$ cat src/hdl/adcc_pkg.sv
// Purpose: shared constants and types for the converter control block
// Assumes: 20 MHz clock equal to the cpu clock, apb word registers
// Notes: register byte address is four times the register index
package adcc_pkg;
  // register indices, byte address = index * 4
  localparam logic [9:0] IDX_RESULT = 10'h070;
  localparam logic [9:0] IDX_CSR = 10'h071;
  localparam logic [9:0] IDX_ISTS = 10'h072;
  localparam logic [9:0] IDX_IEN = 10'h073;
  localparam logic [9:0] IDX_ICLR = 10'h074;
  // control/status field positions
  localparam int CSR_DONE_BIT = 7;
  localparam int CSR_PWR_BIT = 5;
  localparam int CSR_ZERO_BIT = 4;
  // values after reset
  localparam logic [7:0] RESULT_RST = 8'h00;
  localparam logic [2:0] CH_RST = 3'h0;
  // timing
  localparam int CLK_PERIOD_NS = 50;
  localparam int STAB_TIME_NS = 30000;
  localparam int STAB_CYC = (STAB_TIME_NS + CLK_PERIOD_NS - 1) / CLK_PERIOD_NS;
  localparam logic [9:0] STAB_LAST = 10'(STAB_CYC - 1);
  localparam int CONV_CYC = 64;
  localparam int SAMPLE_CYC = 32;
  localparam logic [5:0] CONV_LAST = 6'(CONV_CYC - 1);
  localparam logic [5:0] SAMPLE_LAST = 6'(SAMPLE_CYC - 1);
  // interrupt status bits
  localparam int IRQ_DONE = 0;
  localparam int IRQ_OVWR = 1;
  // converter sequence, gray along off -> settle -> convert
  typedef enum logic [1:0] {
    ADCC_OFF = 2'b00,
    ADCC_SETTLE = 2'b01,
    ADCC_CONV = 2'b11
  } adcc_state_t;
  // all state of the control block
  typedef struct packed {
    adcc_state_t st;
    logic [9:0] stab;
    logic [5:0] cnt;
    logic [7:0] sar;
    logic [7:0] result;
    logic coco;
    logic pwr;
    logic [2:0] ch;
    logic [1:0] ists;
    logic [1:0] ien;
    logic [7:0] dig;
  } adcc_regs_t;
endpackage : adcc_pkg

$ cat src/hdl/adcc_ctrl.sv
// Purpose: control, sequencing and apb registers of an 8-bit sar converter
// Assumes: comparator answers within the same cycle as the trial code
// Notes: comparator high means the held input is at or above the trial code
`timescale 1ns/1ps

// How it works
// - conversion lasts 64 cycles, 32 sampling
// - input at top gives ffh, no overflow
// - input at bottom gives 00h
// - three-bit field selects input n
// - after power-on and settle, convert continuously
// - completion stores result, sets flag, interrupt if enabled
// - control write aborts, clears flag, restarts
// - reading result clears completion flag
// - power bit low keeps converter off
// - wait mode leaves converter running
// - halt disables, wake needs settle again
// - control bit four always reads zero
// - both registers reset to 00h
// - unsigned code scaled 255 over span
// - digital read of pins still works
module adcc_ctrl
  import adcc_pkg::*;
#(
  parameter int PIN_W = 8
) (
  // clock and reset
  input wire logic REF_CLK_I,
  input wire logic RST_I,
  // apb slave
  input wire logic PSEL_I,
  input wire logic PENABLE_I,
  input wire logic PWRITE_I,
  input wire logic [11:0] PADDR_I,
  input wire logic [31:0] PWDATA_I,
  output logic [31:0] PRDATA_O,
  output logic PREADY_O,
  output logic PSLVERR_O,
  // low power
  input wire logic HALT_I,
  // converter core
  input wire logic COMP_I,
  output logic CORE_EN_O,
  output logic SAMPLE_O,
  output logic [2:0] CH_SEL_O,
  output logic [7:0] DAC_CODE_O,
  // digital view of the analog pins
  input wire logic [PIN_W-1:0] PIN_LEVEL_I,
  output logic [PIN_W-1:0] PIN_LEVEL_O,
  // interrupt
  output logic IRQ_O
);

  adcc_regs_t s_reg;
  adcc_regs_t s_next;
  logic acc;
  logic wr;
  logic rd;
  logic [9:0] idx;
  logic hit;
  logic csr_wr;
  logic res_rd;
  logic done;
  logic slot_end;
  logic [7:0] mask;
  logic [7:0] decided;
  logic [7:0] csr_view;

  // apb decode, zero wait states
  assign acc = PSEL_I && PENABLE_I;
  assign wr = acc && PWRITE_I;
  assign rd = acc && !PWRITE_I;
  assign idx = PADDR_I[11:2];
  assign hit = (idx == IDX_RESULT) || (idx == IDX_CSR) ||
    (idx == IDX_ISTS) || (idx == IDX_IEN) || (idx == IDX_ICLR);
  assign csr_wr = wr && (idx == IDX_CSR);
  assign res_rd = rd && (idx == IDX_RESULT);

  // sar bit slot: four cycles per bit after the sample phase
  assign mask = 8'h80 >> s_reg.cnt[4:2];
  assign slot_end = (s_reg.st == ADCC_CONV) && s_reg.cnt[5] &&
    (s_reg.cnt[1:0] == 2'h3);
  // comparator low drops the trial bit; all high saturates at ffh
  assign decided = COMP_I ? s_reg.sar : (s_reg.sar & ~mask);
  assign done = (s_reg.st == ADCC_CONV) && (s_reg.cnt == CONV_LAST) &&
    !csr_wr;

  // control/status read view, unused bits zero
  always_comb begin
    csr_view = 8'h00;
    csr_view[CSR_DONE_BIT] = s_reg.coco;
    csr_view[CSR_PWR_BIT] = s_reg.pwr;
    csr_view[CSR_ZERO_BIT] = 1'b0;
    csr_view[2:0] = s_reg.ch;
  end

  // next state of the whole block
  always_comb begin
    s_next = s_reg;
    s_next.dig = PIN_LEVEL_I;
    // sequencer
    unique case (s_reg.st)
      ADCC_OFF: begin
        s_next.stab = 10'h000;
        if (s_reg.pwr && !HALT_I) begin
          s_next.st = ADCC_SETTLE;
        end
      end
      ADCC_SETTLE: begin
        if (s_reg.stab == STAB_LAST) begin
          s_next.st = ADCC_CONV;
          s_next.cnt = 6'h00;
        end else begin
          s_next.stab = s_reg.stab + 10'h001;
        end
      end
      ADCC_CONV: begin
        s_next.cnt = s_reg.cnt + 6'h01;
        if (s_reg.cnt == SAMPLE_LAST) begin
          s_next.sar = 8'h80;
        end
        if (slot_end) begin
          s_next.sar = decided | (mask >> 1);
        end
        if (done) begin
          s_next.result = decided;
          s_next.coco = 1'b1;
          s_next.ists[IRQ_DONE] = 1'b1;
          if (s_reg.coco && !res_rd) begin
            s_next.ists[IRQ_OVWR] = 1'b1;
          end
        end
      end
      default: begin
        s_next.st = ADCC_OFF;
      end
    endcase
    // result read clears the flag unless a new result lands
    if (res_rd && !done) begin
      s_next.coco = 1'b0;
    end
    // control write aborts and restarts
    if (csr_wr) begin
      s_next.pwr = PWDATA_I[CSR_PWR_BIT];
      s_next.ch = PWDATA_I[2:0];
      s_next.coco = 1'b0;
      s_next.cnt = 6'h00;
    end
    // interrupt enable and write-one clear; a set wins only on a bit that was not already set
    if (wr && (idx == IDX_IEN)) begin
      s_next.ien = PWDATA_I[1:0];
    end
    if (wr && (idx == IDX_ICLR)) begin
      s_next.ists = s_next.ists & ~(PWDATA_I[1:0] & ~s_next.ists ^
        PWDATA_I[1:0] & ~(s_next.ists & ~s_reg.ists));
    end
    // power bit low or halt forces the converter off
    if (!s_next.pwr || HALT_I) begin
      s_next.st = ADCC_OFF;
      s_next.stab = 10'h000;
    end
  end

  // single state register
  always_ff @(posedge REF_CLK_I) begin
    if (RST_I) begin
      s_reg <= '0;
      s_reg.result <= RESULT_RST;
      s_reg.ch <= CH_RST;
    end else begin
      s_reg <= s_next;
    end
  end

  // apb answer
  always_comb begin
    PRDATA_O = 32'h0000_0000;
    if (rd) begin
      unique case (idx)
        IDX_RESULT: PRDATA_O = {24'h000000, s_reg.result};
        IDX_CSR: PRDATA_O = {24'h000000, csr_view};
        IDX_ISTS: PRDATA_O = {30'h00000000, s_reg.ists};
        IDX_IEN: PRDATA_O = {30'h00000000, s_reg.ien};
        default: PRDATA_O = 32'h0000_0000;
      endcase
    end
  end
  assign PREADY_O = acc;
  assign PSLVERR_O = acc && !hit;

  // core and pin outputs
  assign CORE_EN_O = (s_reg.st != ADCC_OFF);
  assign SAMPLE_O = (s_reg.st == ADCC_CONV) && !s_reg.cnt[5];
  assign CH_SEL_O = s_reg.ch;
  assign DAC_CODE_O = s_reg.sar;
  assign PIN_LEVEL_O = s_reg.dig;
  // wait mode has no input here, so it cannot disturb the converter
  assign IRQ_O = |(s_reg.ists & s_reg.ien);

  // assertion helpers: comparator seen high or low on every decision before the last
  logic all_hi;
  logic all_lo;
  always_ff @(posedge REF_CLK_I) begin
    if (RST_I || (s_reg.st != ADCC_CONV) || csr_wr ||
        (s_reg.cnt == SAMPLE_LAST)) begin
      all_hi <= 1'b1;
      all_lo <= 1'b1;
    end else if (slot_end && !done) begin
      all_hi <= all_hi && COMP_I;
      all_lo <= all_lo && !COMP_I;
    end
  end

  // helper: cycles spent in the settle state, kept apart from stab
  logic [10:0] settle_len;
  always_ff @(posedge REF_CLK_I) begin
    if (RST_I || (s_reg.st != ADCC_SETTLE)) begin
      settle_len <= 11'h000;
    end else begin
      settle_len <= settle_len + 11'h001;
    end
  end
endmodule : adcc_ctrl

$ cat config.mk
export PLATFORM = sky130hd
export DESIGN_NAME = adcc_ctrl
export DESIGN_NICKNAME = d
export VERILOG_FILES = /design/src/hdl/adcc_pkg.sv /design/src/hdl/adcc_ctrl.sv
export SDC_FILE = /design/constraint.sdc
export NUM_CORES = 1
export LEC_CHECK = 0
export ABC_AREA = 1
export BUFFER_PORTS_ARGS = -buffer_cell sky130_fd_sc_hd__buf_2
export CORE_MARGIN = 2
export CORE_UTILIZATION = 40
export CTS_BUF_LIST = sky130_fd_sc_hd__clkbuf_16
export DETAILED_ROUTE_END_ITERATION = 8
export PLACE_DENSITY = 0.68
export SYNTH_ARGS = -nofsm -noshare
export SYNTH_HDL_FRONTEND = slang
export SYNTH_SLANG_ARGS = --single-unit
$ cat constraint.sdc
create_clock -name REF_CLK_I -period 2.9 [get_ports REF_CLK_I]
set_clock_uncertainty 0.1 [all_clocks]
set_input_delay 0.29 -clock REF_CLK_I [delete_from_list [all_inputs] [get_ports REF_CLK_I]]
set_output_delay 0.29 -clock REF_CLK_I [all_outputs]
set_load 0.03 [all_outputs]
==> out/qor.txt <==
Outcome = complete, no violations
Vias/cell = 4.53
Area occupied by multi-input gates = 1470 sq um
Routed wire length = 6280 um
H-tree levels = 2
Dpl cells = 583
Post-Syn Instances = 448
Antenna Nets Post-Route = 0
Peak supply drop = 0.000277 V
CTS sink count = 51
Register bit count reported by yosys = 51
Sequential Power Share = 0.494
Routed vias = 2679
Count of cell types in the netlist = 33
Post-CTS sizing = 0
Clock Power Share = 0.425
CP max-delay cell = nor2_1
Largest net degree at the start of global routing = 21
Combinational power share = 0.081
CP Max Fanout = 7
Seq/Total Area, Yosys = 0.344
CTS Buf Count = 5
First-pass iteration count of the detailed router = 4
CTS tree = built
Post-DP Area = 3140 sq um
Worst slack at placement = 855 ps
Hpwl dp = 4770 um
CTS clock-pin slew for the worst setup and hold paths = 70 ps
Most common cell after layout, fill and taps aside = nand2_1
Layout cell share with drive strength beyond 1 = 0.201
P_int = 1.06 mW
Overall routing resource usage = 0.160
CP Cell Sequence = buf_2 -> inv_1 -> nand2_1 -> nor2_2 -> nand2_2 -> nor2_1 -> nand2_1 -> a21oi_1 -> buf_2
Fmax = 0.486 GHz
CP Data Arrival Time = 1670 ps
Critical Path End Type = output pin
Synthesis-to-layout area growth = 10.7%
Switching Share = 0.258
Setup Buffers After CTS = 0
Initial Util = 0.412
Row cnt = 31
Psw = 369 uW
Wire per inst = 10.6 um
IO Port Bufs = 60
Final min period = 2060 ps
First-pass GRT wire length = 10900 um
Setup crit start kind = input pin
Final hold violation count = 0
Final Wtd Congestion = 0.845
DR iter-0 viols = 137
Pins over their slew limit = 0
Core region area = 7210 sq um
Required @ worst endpoint = 2510 ps
DRC errors left = 0
Min-Delay Path Class = input pin to register
Total of max-cap violations = 0
Clock Tree Buf Depth = 2
Fillcell total = 779
Final design area excluding fillers = 3290 sq um
Height of the die = 90.2 um
Layout Cells excl Fill = 591
Unrepaired setup endpoints after global routing = false
WHS = 95.0 ps
Tcrit/Tclk final = 0.710
Die area = 8130 sq um
Gr ovfl total = 0
Mapped Avg Cell Area = 6.63 sq um
Final #Nets = 552
Clock Latency Late Sink = 290 ps
FF/Latch Area = 1020 sq um
Mapped cell area = 2970 sq um
Max reg flops = 30
Pwr dens = 435 nW/um^2
Most frequent cells in the layout = nand2_1, nor2_1, buf_2
Setup_tns = 0 ps
CP peak stage delay = 280 ps
Critical path type = input pin to output pin
Clock Tree Root = clkbuf_16
Cts hold-fix bufs = 0
Setup violations, final = 0
PnR worst setup slack = 842 ps
Antenna diodes = 0
P_leak = 1.52 nW
Die width = 90.2 um
Number of global-route vias before repair = 2443
Initial antenna violation count = 0
I/O pin count = 115
Synth warn = 0
[kinds of logic after synthesis]
group | Yosys count | share of synthesized area
adder cells (fa/ha/maj) | 2 | 0.00842
other | 1 | 0.00126
AO/OA/AOI/OAI | 54 | 0.0985
buffers and inverters | 105 | 0.191
flip-flops | 51 | 0.344
AND/OR/NAND/NOR | 235 | 0.357
[final timing paths]
| kind | from | endpoint | slack, ps | cells past startpoint |
|---|---|---|---|---|
| worst max-delay path | PADDR_I[9] | PRDATA_O[7] | 840 | 9 |
| worst min-delay path | PIN_LEVEL_I[1] | PIN_LEVEL_O[1] | 100 | 3 |
| worst max register to register | s_reg[39] | s_reg[43] | 1020 | 8 |
| worst min register to register | s_reg[20] | s_reg[20] | 370 | 2 |
[cell type report]
class                      count  share of cell area
clock buffer                   5              0.0380
clock inverter                 3             0.00875
inverter                      58              0.0677
timing repair buffer          60              0.0913
tap                           99              0.0376
sequential                    51               0.310
multi-input combinational    315               0.446
[power by group through the flow]
stage	sequential (mW)	combinational, mW	clock (mW)
finish	0.707	0.116	0.607
global route	0.707	0.127	0.656
CTS	0.707	0.116	0.626
detailed placement	0.723	0.116	0
global placement	0.723	0.114	0
floorplan	0.723	0.116	0
[worst max-delay path: cells and delay by family]
family	cells	cell delay, ps
compound gates	1	220
simple gates	5	790
buf+inv	3	360
[synth_stat cells]
master | number | area share
nor3b_1 | 2 | 0.0051
nand2_2 | 4 | 0.0084
and3_1 | 1 | 0.0021
o21ai_0 | 20 | 0.034
clkbuf_1 | 3 | 0.0038
nor2_1 | 72 | 0.091
nor3_4 | 1 | 0.0055
nand3_2 | 1 | 0.0034
dfxtp_1 | 51 | 0.34
a22o_1 | 1 | 0.0029
clkinv_4 | 1 | 0.0029
nand3b_1 | 1 | 0.0025
o211ai_1 | 1 | 0.0025
or2_2 | 2 | 0.0042
nand4_1 | 3 | 0.0063
nor4_1 | 1 | 0.0021
a21boi_0 | 5 | 0.013
nand3_1 | 34 | 0.057
conb_1 | 1 | 0.0013
nor2_2 | 11 | 0.023
nand2_1 | 87 | 0.11
clkinv_1 | 1 | 0.0013
a21oi_1 | 26 | 0.044
buf_6 | 1 | 0.0038
nand2_4 | 2 | 0.0076
ha_1 | 2 | 0.0084
nor2_4 | 2 | 0.0076
nand4_2 | 1 | 0.0042
nor3_1 | 10 | 0.017
buf_4 | 43 | 0.11
a21oi_2 | 1 | 0.0029
inv_2 | 5 | 0.0063
inv_1 | 51 | 0.064
[stage by stage]
step	total power, mW	util
final	1.43	0.456
after CTS	1.45	0.456
after detailed placement	0.839	0.435
after floorplan	0.839	-
after global routing	1.49	0.456
after global placement	0.837	0.435
[routing by layer]
metal | track usage | vias to the layer above | part of all wire
met5 | 0 | - | 0
met1 | 0.210 | 1169 | 0.48
met2 | 0.256 | 74 | 0.45
met3 | 0.0386 | 5 | 0.053
met4 | 0.0564 | 0 | 0.012
li1 | - | 1431 | -
Power figures use the tool's default switching activity.
